File: config.mk
export PLATFORM = sky130hd
export DESIGN_NAME = nva_ctrl
export DESIGN_NICKNAME = d
export VERILOG_FILES = /design/src/nva_pkg.sv /design/src/nva_ctrl.sv
export SDC_FILE = /design/constraint.sdc
export NUM_CORES = 1
export LEC_CHECK = 0
export ABC_CLOCK_PERIOD_IN_PS = 3200
export BUFFER_PORTS_ARGS = -buffer_cell sky130_fd_sc_hd__buf_4
export CORE_MARGIN = 3
export CORE_UTILIZATION = 60
export DETAILED_ROUTE_END_ITERATION = 8
export PLACE_DENSITY = 0.88
export SLEW_MARGIN = 10
export SYNTH_ARGS = -nofsm -noshare
export SYNTH_HDL_FRONTEND = slang
export SYNTH_SLANG_ARGS = --single-unit
File: constraint.sdc
create_clock -name i_mclk -period 3.2 [get_ports i_mclk]
set_input_delay 0.16 -clock i_mclk [delete_from_list [all_inputs] [get_ports i_mclk]]
set_output_delay 0.16 -clock i_mclk [all_outputs]
set_load 0.1 [all_outputs]
File: src/nva_pkg.sv
`default_nettype none
package nva_pkg;

  // bus and array geometry
  localparam int APB_AW = 12;
  localparam int MEM_AW = 6;
  localparam int MEM_DEPTH = 64;

  // register indices; byte address is four times the index
  localparam logic [7:0] IDX_DATA = 8'h08;
  localparam logic [7:0] IDX_ADDR = 8'h09;
  localparam logic [7:0] IDX_CTRL = 8'h88;
  localparam logic [7:0] IDX_UNLOCK = 8'h89;
  localparam logic [7:0] IDX_IRQEN = 8'h8a;

  // nv_control_reg field positions, and the irq enable bit position
  localparam int CB_FETCH = 0;
  localparam int CB_PROG = 1;
  localparam int CB_PERMIT = 2;
  localparam int CB_ABORT = 3;
  localparam int CB_DONE = 4;
  localparam int IE_BIT = 0;

  // unlock keys and erased cell value
  localparam logic [7:0] UNLOCK_KEY1 = 8'h55;
  localparam logic [7:0] UNLOCK_KEY2 = 8'haa;
  localparam logic [7:0] ERASED_BYTE = 8'hff;

  // write timing
  localparam int CLK_PERIOD_NS = 10;
  localparam int ERASE_TIME_NS = 1000;
  localparam int PROG_TIME_NS = 1000;
  localparam int TMR_W = 8;
  localparam logic [TMR_W-1:0] ERASE_CYC =
    TMR_W'((ERASE_TIME_NS + CLK_PERIOD_NS - 1) / CLK_PERIOD_NS);
  localparam logic [TMR_W-1:0] PROG_CYC =
    TMR_W'((PROG_TIME_NS + CLK_PERIOD_NS - 1) / CLK_PERIOD_NS);

  typedef enum logic [2:0] {
    ST_IDLE = 3'b001,
    ST_ERASE = 3'b010,
    ST_PROG = 3'b100
  } nva_wstate_t;

  typedef enum logic [2:0] {
    SEQ_NONE = 3'b001,
    SEQ_KEY1 = 3'b010,
    SEQ_KEY2 = 3'b100
  } nva_seq_t;

  typedef struct packed {
    logic [7:0] data;
    logic [7:0] addr;
    logic done;
    logic abort;
    logic permit;
    logic prog;
    logic fetch;
    logic irq_en;
    nva_seq_t seq;
    nva_wstate_t st;
    logic [TMR_W-1:0] tmr;
    logic [MEM_AW-1:0] wadr;
    logic [7:0] wdat;
    logic [31:0] prdata;
    logic [7:0] pgm_rdata;
    logic pgm_denied;
  } nva_state_t;

  localparam nva_state_t STATE_RST = '{
    data: 8'h00, addr: 8'h00, done: 1'b0, abort: 1'b0, permit: 1'b0,
    prog: 1'b0, fetch: 1'b0, irq_en: 1'b0, seq: SEQ_NONE, st: ST_IDLE,
    tmr: '0, wadr: '0, wdat: 8'h00, prdata: 32'h0000_0000,
    pgm_rdata: 8'h00, pgm_denied: 1'b0};

endpackage
`default_nettype wire

File: src/nva_ctrl.sv
// Function
// - 64 bytes addressed 0h to 3Fh
// - data and address registers hold byte, location
// - each write erases cell then programs
// - internal timer sets write duration
// - CPU access kept under code protection
// - fetch_go loads data register next cycle
// - data register holds until read or write
// - fetch_go set-only, hardware clears it
// - write needs 55h, AAh, then program_go
// - program_go needs write_permit, set-only
// - write_permit software-only, clearing keeps write
// - completion clears program_go, sets done flag
// - other reset during write sets abort
// - control bits 7 to 5 read zero
// - unlock port stores nothing
// - done flag sets regardless of enables
//
// The implementer's own choice: register access over APB.
`timescale 1ns/1ps
`default_nettype none
module nva_ctrl (
  // clock and resets
  input wire logic i_mclk,
  input wire logic i_rstn,
  input wire logic i_other_rst,
  // apb slave
  input wire logic i_psel,
  input wire logic i_penable,
  input wire logic i_pwrite,
  input wire logic [nva_pkg::APB_AW-1:0] i_paddr,
  input wire logic [31:0] i_pwdata,
  output logic [31:0] o_prdata,
  output logic o_pready,
  output logic o_pslverr,
  // external programmer read port
  input wire logic i_code_protect,
  input wire logic i_pgm_rd,
  input wire logic [nva_pkg::MEM_AW-1:0] i_pgm_addr,
  output logic [7:0] o_pgm_rdata,
  output logic o_pgm_denied,
  // status
  output logic o_write_done_irq,
  output logic o_busy
);

  ////////////////////////////////////////////////////////////////////////
  function automatic logic hit(input logic [nva_pkg::APB_AW-1:0] a,
                               input logic [7:0] idx);
    hit = (a == {2'b00, idx, 2'b00});
  endfunction

  nva_pkg::nva_state_t q;
  nva_pkg::nva_state_t d;
  logic [7:0] mem [nva_pkg::MEM_DEPTH];
  logic mem_we;
  logic [7:0] mem_wd;
  logic [7:0] rd_val;
  logic acc;
  logic wr;
  logic mapped;
  logic finish;
  logic [7:0] ctrl_rd;

  assign rd_val = mem[q.addr[nva_pkg::MEM_AW-1:0]];
  assign acc = i_psel & i_penable;
  assign wr = acc & i_pwrite;
  assign mapped = hit(i_paddr, nva_pkg::IDX_DATA) |
                  hit(i_paddr, nva_pkg::IDX_ADDR) |
                  hit(i_paddr, nva_pkg::IDX_CTRL) |
                  hit(i_paddr, nva_pkg::IDX_UNLOCK) |
                  hit(i_paddr, nva_pkg::IDX_IRQEN);
  assign finish = (q.st == nva_pkg::ST_PROG) && (q.tmr == '0);
  assign ctrl_rd = {3'b000, q.done, q.abort, q.permit, q.prog, q.fetch};

  assign o_pready = acc;
  assign o_pslverr = acc & ~mapped;
  assign o_prdata = q.prdata;
  assign o_pgm_rdata = q.pgm_rdata;
  assign o_pgm_denied = q.pgm_denied;
  assign o_write_done_irq = q.done & q.irq_en;
  assign o_busy = q.prog;

  ////////////////////////////////////////////////////////////////////////
  always_comb begin
    d = q;
    mem_we = 1'b0;
    mem_wd = q.wdat;
    // read: one cycle after fetch_go the byte is in the data register
    d.fetch = 1'b0;
    if (q.fetch) begin
      d.data = rd_val;
    end
    // setup phase captures read data so prdata comes from a flop
    if (i_psel && !i_penable) begin
      d.prdata = 32'h0000_0000;
      if (hit(i_paddr, nva_pkg::IDX_DATA)) begin
        d.prdata[7:0] = q.data;
      end else if (hit(i_paddr, nva_pkg::IDX_ADDR)) begin
        d.prdata[7:0] = q.addr;
      end else if (hit(i_paddr, nva_pkg::IDX_CTRL)) begin
        d.prdata[7:0] = ctrl_rd;
      end else if (hit(i_paddr, nva_pkg::IDX_IRQEN)) begin
        d.prdata[nva_pkg::IE_BIT] = q.irq_en;
      end
    end
    if (wr) begin
      // any write breaks a pending unlock unless it is the next key
      d.seq = nva_pkg::SEQ_NONE;
      if (hit(i_paddr, nva_pkg::IDX_DATA)) begin
        d.data = i_pwdata[7:0];
      end else if (hit(i_paddr, nva_pkg::IDX_ADDR)) begin
        d.addr = i_pwdata[7:0];
      end else if (hit(i_paddr, nva_pkg::IDX_UNLOCK)) begin
        if (i_pwdata[7:0] == nva_pkg::UNLOCK_KEY1) begin
          d.seq = nva_pkg::SEQ_KEY1;
        end else if (q.seq == nva_pkg::SEQ_KEY1 &&
                     i_pwdata[7:0] == nva_pkg::UNLOCK_KEY2) begin
          d.seq = nva_pkg::SEQ_KEY2;
        end
      end else if (hit(i_paddr, nva_pkg::IDX_IRQEN)) begin
        d.irq_en = i_pwdata[nva_pkg::IE_BIT];
      end else if (hit(i_paddr, nva_pkg::IDX_CTRL)) begin
        d.permit = i_pwdata[nva_pkg::CB_PERMIT];
        d.abort = i_pwdata[nva_pkg::CB_ABORT];
        d.done = i_pwdata[nva_pkg::CB_DONE];
        if (i_pwdata[nva_pkg::CB_FETCH]) begin
          d.fetch = 1'b1;
        end
        if (i_pwdata[nva_pkg::CB_PROG] && q.permit &&
            q.seq == nva_pkg::SEQ_KEY2 && q.st == nva_pkg::ST_IDLE) begin
          // latch target so later register writes cannot disturb it
          d.prog = 1'b1;
          d.st = nva_pkg::ST_ERASE;
          d.tmr = nva_pkg::ERASE_CYC - 1'b1;
          d.wadr = q.addr[nva_pkg::MEM_AW-1:0];
          d.wdat = q.data;
        end
      end
    end
    // write engine: erase phase, then program phase, each timed
    unique case (q.st)
      nva_pkg::ST_IDLE: begin
      end
      nva_pkg::ST_ERASE: begin
        if (q.tmr == '0) begin
          mem_we = 1'b1;
          mem_wd = nva_pkg::ERASED_BYTE;
          d.st = nva_pkg::ST_PROG;
          d.tmr = nva_pkg::PROG_CYC - 1'b1;
        end else begin
          d.tmr = q.tmr - 1'b1;
        end
      end
      nva_pkg::ST_PROG: begin
        if (q.tmr == '0) begin
          mem_we = 1'b1;
          mem_wd = q.wdat;
          d.st = nva_pkg::ST_IDLE;
          d.prog = 1'b0;
          d.done = 1'b1;
          d.abort = 1'b0;
        end else begin
          d.tmr = q.tmr - 1'b1;
        end
      end
      default: begin
        d.st = nva_pkg::ST_IDLE;
        d.prog = 1'b0;
      end
    endcase
    // programmer side: refused while protected, cpu unaffected
    d.pgm_denied = i_pgm_rd & i_code_protect;
    if (i_pgm_rd && !i_code_protect) begin
      d.pgm_rdata = mem[i_pgm_addr];
    end
    // clear or watchdog reset: control cleared except abort, which is set if a write was running; data/address kept
    if (i_other_rst) begin
      d.abort = (q.st != nva_pkg::ST_IDLE);
      d.done = 1'b0;
      d.permit = 1'b0;
      d.prog = 1'b0;
      d.fetch = 1'b0;
      d.seq = nva_pkg::SEQ_NONE;
      d.st = nva_pkg::ST_IDLE;
      d.tmr = '0;
      mem_we = 1'b0;
    end
  end

  always_ff @(posedge i_mclk or negedge i_rstn) begin
    if (!i_rstn) begin
      q <= nva_pkg::STATE_RST;
    end else begin
      q <= d;
    end
  end

  // array has no reset: contents are nonvolatile
  always_ff @(posedge i_mclk) begin
    if (mem_we) begin
      mem[q.wadr] <= mem_wd;
    end
  end

  logic [7:0] mem_at_wadr;
  assign mem_at_wadr = mem[q.wadr];
endmodule
`default_nettype wire

## Word level (Yosys, flattened, before mapping)

Memories as Yosys holds them, arrays and structs flattened. A register that Yosys moved wholly into a read port is not among the register bits.
Index checks and enable logic that the tools add are counted.
W data, S select, Z words.

| storage, ports and cells | value |
|---|---|
| input bits | 58 |
| memories kept | 1 |
| flip-flop bits (word level) | 59 |
| output and inout bits | 45 |
| RAM bits | 512 |
| word-level logic and storage cells | 109 |

| cells by class | value |
|---|---|
| equal/unequal tests | 17 |
| mux-type cells | 43 |
| bitwise logic cells | 14 |
| reductions and logical operators | 18 |
| add/sub/neg operators | 1 |

Memory list:

| memory | words | bits a word | read ports | clocked after memory_dff | write ports | RTL line | RTL |
|---|---|---|---|---|---|---|---|
| mem | 64 | 8 | 2 | 1 | 1 | nva_ctrl.sv:55 | `logic [7:0] mem [nva_pkg::MEM_DEPTH];` |

Operator list:

| operator | count |
|---|---|
| $mux W25 | 4 |
| $mux W8 | 9 |
| $mux W50 | 1 |
| $mux W42 | 1 |
| $eq A12 B10 Y1 const B | 3 |
| $mux W34 | 1 |
| $eq A12 B6 Y1 const B | 2 |
| $pmux W8 S2 | 1 |
| $mux W3 | 5 |
| $mux W5 | 3 |
| $mux W14 | 1 |
| $mux W1 | 11 |
| $pmux W3 S3 | 1 |
| $eq A8 B7 Y1 const B | 1 |
| $eq A8 B8 Y1 const B | 1 |
| $logic_not A8 Y1 | 1 |
| $ne A2 B2 Y1 const B | 4 |
| $sub A8 B1 Y8 const B | 1 |
| $reduce_and A7 Y1 | 1 |
| $eq A3 B2 Y1 const B | 2 |
| $eq A3 B3 Y1 const B | 2 |
| $logic_and A1 B1 Y1 | 6 |
| $mux W6 | 1 |
| $reduce_and A6 Y1 | 1 |
| other kinds (13) | 29 |

## Longest topological paths before layout

| logic depth | value |
|---|---|
| depth after elaboration | 13 |
| mapped depth | 10 |
| mapped depth without buffers | 8 |

## Least setup slack after synthesis

Ideal clock, no wire load.

| timing | value |
|---|---|
| kind | register -> register |
| start | register q[55] (netlist bit) |
| end | memory mem[0][0], data pin |
| library setup time | 0.376 ns |
| path buffers | 0 |
| arrival time | 2.161 ns |
| stages on the path, launching flop included | 7 |
| path slack | 0.663 ns |
| path through | dfrtp_1 inv_1 ha_1 nor3b_1 and3_1 nand2_1 nand2b_1 |

| between the ends | value |
|---|---|
| cells in the longest elaborated chain, start to end | 3 |

Ends and longest elaborated chain:

| what | RTL line | RTL |
|---|---|---|
| start: declaration | nva_ctrl.sv:53 | `nva_pkg::nva_state_t q;` |
| start signal: assignment | nva_ctrl.sv:193 | `q <= nva_pkg::STATE_RST;` |
| $logic_not A8 Y1 | nva_ctrl.sv:146 | `if (q.tmr == '0) begin` |
| $mux W8 | nva_ctrl.sv:146 |  |
| $mux W8 | -- |  |
| net mem_wd[0] | nva_ctrl.sv:57 | `logic [7:0] mem_wd;` |
| end: declaration | nva_ctrl.sv:55 |  |

The timed path passes the listed nets, and every way through them passes these cells.

## Worst setup path in the final report

| timing | value |
|---|---|
| start | register q[55] (netlist bit) |
| end | memory mem[38][2] (enable) |

| between the ends | value |
|---|---|
| cells in the longest elaborated chain, start to end | 6 |

Ends and longest elaborated chain:

| what | RTL line | RTL |
|---|---|---|
| $logic_not A8 Y1 | nva_ctrl.sv:146, nva_ctrl.sv:156 |  |
| $mux W1 | nva_ctrl.sv:146, nva_ctrl.sv:156 |  |
| $mux W1 | -- |  |
| $mux W1 | nva_ctrl.sv:178 | `if (i_other_rst) begin` |
| $mux W1 | nva_ctrl.sv:201 | `if (mem_we) begin` |
| $mux W1 (not written as such) | nva_ctrl.sv:202 | `mem[q.wadr] <= mem_wd;` |

Every way passes these cells.

==> metrics.md <==
| Metric | Value |
|---|---|
| Outcome | finished, final reports clean |
| Number of synthesized flops with an enable pin | 512 |
| Inserted Clock Buffers | 56 |
| CP peak stage delay | 510 ps |
| Largest net degree at the start of global routing | 68 |
| PwrDens | 504 mW/mm² |
| Final WL | 79,000 µm |
| Hpwl dp | 50,900 µm |
| CTS tree | yes |
| Seq. cell area | 0.0171 mm² |
| Max Slew Vio Count | 0 |
| Final worst setup slack | 184 ps |
| DR pass1 iterations | 8 |
| Clock buffer depth | 3 |
| Register bit total from synthesis | 579 |
| Drc violations | 0 |
| PortBufs | 54 |
| Reg-to-reg setup timing slack | 180 ps |
| Initial Util | 60.8% |
| Mapped cell area | 0.0276 mm² |
| CP required | 3530 ps |
| Die width | 221 µm |
| Total power | 15.7 mW |
| Initial antenna violation count | 6 |
| Synth top cells by count | edfxtp_1 (512), mux4_2 (263), nor2_1 (105), mux2i_1 (77), dfrtp_1 (65) |
| # IOs | 103 |
| Setup TNS | 0 ps |
| Top-count cell post-synth | edfxtp_1 |
| Total grt overflow | 0 |
| Clock Pin Slew Worst Setup and Hold Paths | 60 ps |
| First-pass GRT wire length | 116,000 µm |
| First DRT Iteration DRCs | 3,074 |
| Final core utilization | 68.6% |
| Final period utilization | 94.2% |
| YS warnings | 0 |
| ANT nets after route | 0 |
| Hold Path End | o_prdata[7]$_DFFE_PN0P_ |
| Vias | 17.4k |
| Number of cell rows | 78 |
| Skew final | 33.0 ps |
| Slowest-stage cell, CP | nand3_1 |
| Root Buffer | clkbuf_16 |
| Sequential element share of the synthesized area | 61.7% |
| Async SR Flop Fraction | 11.6% |
| Final setup violation count | 0 |
| R2R depth | 9 |
| Area after detailed placement | 0.0291 mm² |
| Top Usage Layer GRT | met2 |
| Critical path class | flop to flop |
| Critical Path, Cell by Cell | inv_1, ha_1, nor3b_1, nand3_1, nor3_1, buf_4, nand3_1, nor2_1, buf_4 |
| Die area | 0.0487 mm² |
| P_leak | 11.8 nW |
| # fillers | 2,654 |
| GR Util met1 | 43.7% |
| Synth top area cells | edfxtp_1 (56%), mux4_2 (21%), dfrtp_1 (5.9%) |
| Via density | 7.42 |
| Share of cells above drive strength 1 | 33.3% |
| Hold Path Depth | 3 |
| Post-route design area | 0.0312 mm² |
| Final hold violation count | 0 |
| CTS resizes | 0 |
| GRT met3 Usage | 9.79% |
| WL/cell | 33.7 µm |
| Pre-CTS setup slack | 310 ps |
| Slew Limit Headroom | 25.5% |
| Final net count | 1,756 |
| Cell taking the most area after synthesis | edfxtp_1 |
| GR Layer Usage met2 | 52.4% |
| Footprint of the multi-input gates | 0.00974 mm² |
| Antenna diode count | 0 |
| GPL Wtd Cong | 0.962 |
| Layout area overhead | 12.9% |
| Fin crit period | 3020 ps |
| CP Capture Type | flop |
| Post-synthesis cell count | 1,572 |
| Worst Path Max Fanout | 8 |
| Synth unique cells | 58 |
| Max-Cap Viols | 0 |
| Finished Layout Cells | 2,343 |
| RR Startpoint | q[55]$_DFF_PN0_ |
| CTS H-tree depth | 2 |
| Share of the synthesized area in the top cell type | 55.6% |
| Hold wc startpoint | i_paddr[9] |
| Arrival time worst endpoint | 3340 ps |
| CP Launch Type | flop |
| Clock latency on the worst-skew pair | 630 ps |
| Main synth FF type | edfxtp_1 |
| Core Box Area | 0.0455 mm² |
| Top Family by Delay on Critical Path | simple AND/OR/NAND/NOR gates |
| Worst Hold Class | primary input to flop |
| Buffers & Inverters on Critical Path | 3 |
| Hold_buf cts | 19 |
| Tightest Pin Transition | 1120 ps |
| Fmax | 332 MHz |
| Placed cell count | 2,220 |
| Post-CTS Setup Inserts | 0 |
| Die Height | 221 µm |
| Worst VDD drop | 0.000445 V |
| Vias in the first global route | 17.2k |
| WHS | 31.4 ps |
| Clock Sinks | 579 |
| Gr usage total | 33.2% |
| Reg-to-Reg End | mem[38][2]$_DFFE_PP_ |
| RSZ-0062 raised after global routing | false |
| Synth Area per Inst | 17.6 µm² |
[placed cells by master (no fill, tap or decap), drive strengths merged, types with 5 or more instances in the layout]
cell type	n
mux2i	77
buf	172
nand3	22
mux4	263
dfrtp	65
inv	19
edfxtp	512
a311oi	5
nand3b	6
a22oi	6
and3	5
nor3	13
a22o	7
clkbuf	68
conb	24
o211ai	8
clkinv	26
o21ai	27
o22ai	23
nand2b	22
o221ai	13
a21oi	35
or3	13
nor4	10
nand2	54
dlygate4sd3	19
mux2	39
nor2	105
a31oi	12
a221o	8
bufinv	8
nor2b	11
[power by group]
part	switching, mW	total [mW]	internal (mW)
registers	0.0213	8.15	8.13
logic	0.516	0.702	0.186
clock network	2.90	6.89	3.99
total	3.43	15.7	12.3
[sequential cells by signal (all words and copies together), names as in the netlist]
register / flops
mem: 512
o_pgm_rdata: 8
ctrl_rd: 4
q: 45
o_prdata: 8
o_pgm_denied: 1
o_busy: 1
[layout make-up]
type	count	area share [%]
Clock inverter	37	1.27
Inverter	18	0.216
Sequential cell	579	54.7
Clock buffer	67	4.82
Timing Repair Buffer	192	5.43
Tap cell	600	2.41
Multi-Input combinational cell	850	31.2
[cell families (layout without fill, tap and decap cells)]
logic type	after synthesis	in the layout	share of synthesized area, %
DFF	579	579	61.7
muxes	379	379	25.8
and+or+nand+nor	283	283	5.02
buffers and inverters	166	314	3.48
AOI/OAI and AO/OA	160	160	3.84
xor gates and xnor gates	3	3	0.0951
adders and majority gates	1	1	0.0453
other	1	24	0.0136
[how the worst max path moves through the flow]
| stage | startpoint | to | slack [ps] | cells past startpoint |
|---|---|---|---|---|
| 6_report | q[55]$_DFF_PN0_ | mem[38][2]$_DFFE_PP_ | 180 | 9 |
| 2_1_floorplan | q[55]$_DFF_PN0_ | mem[0][0]$_DFFE_PP_ | 660 | 6 |
| 3_3_place_gp | q[55]$_DFF_PN0_ | mem[38][3]$_DFFE_PP_ | 390 | 9 |
| 5_1_grt | q[55]$_DFF_PN0_ | mem[38][2]$_DFFE_PP_ | 60 | 9 |
| 3_5_place_dp | q[55]$_DFF_PN0_ | mem[38][4]$_DFFE_PP_ | 310 | 9 |
| 4_1_cts | q[55]$_DFF_PN0_ | mem[38][2]$_DFFE_PP_ | 280 | 9 |
[tightest hold or removal path: stages]
cell	delay [ps]
buf_4	150
or3_1	190
o31ai_1	90
[routing by layer]
metal	routed length, µm	share of wire, %
met2	37200	47
met5	77	0.097
met1	25700	33
met3	11700	15
met4	4360	5.5
(Power assumes the default switching activity.)
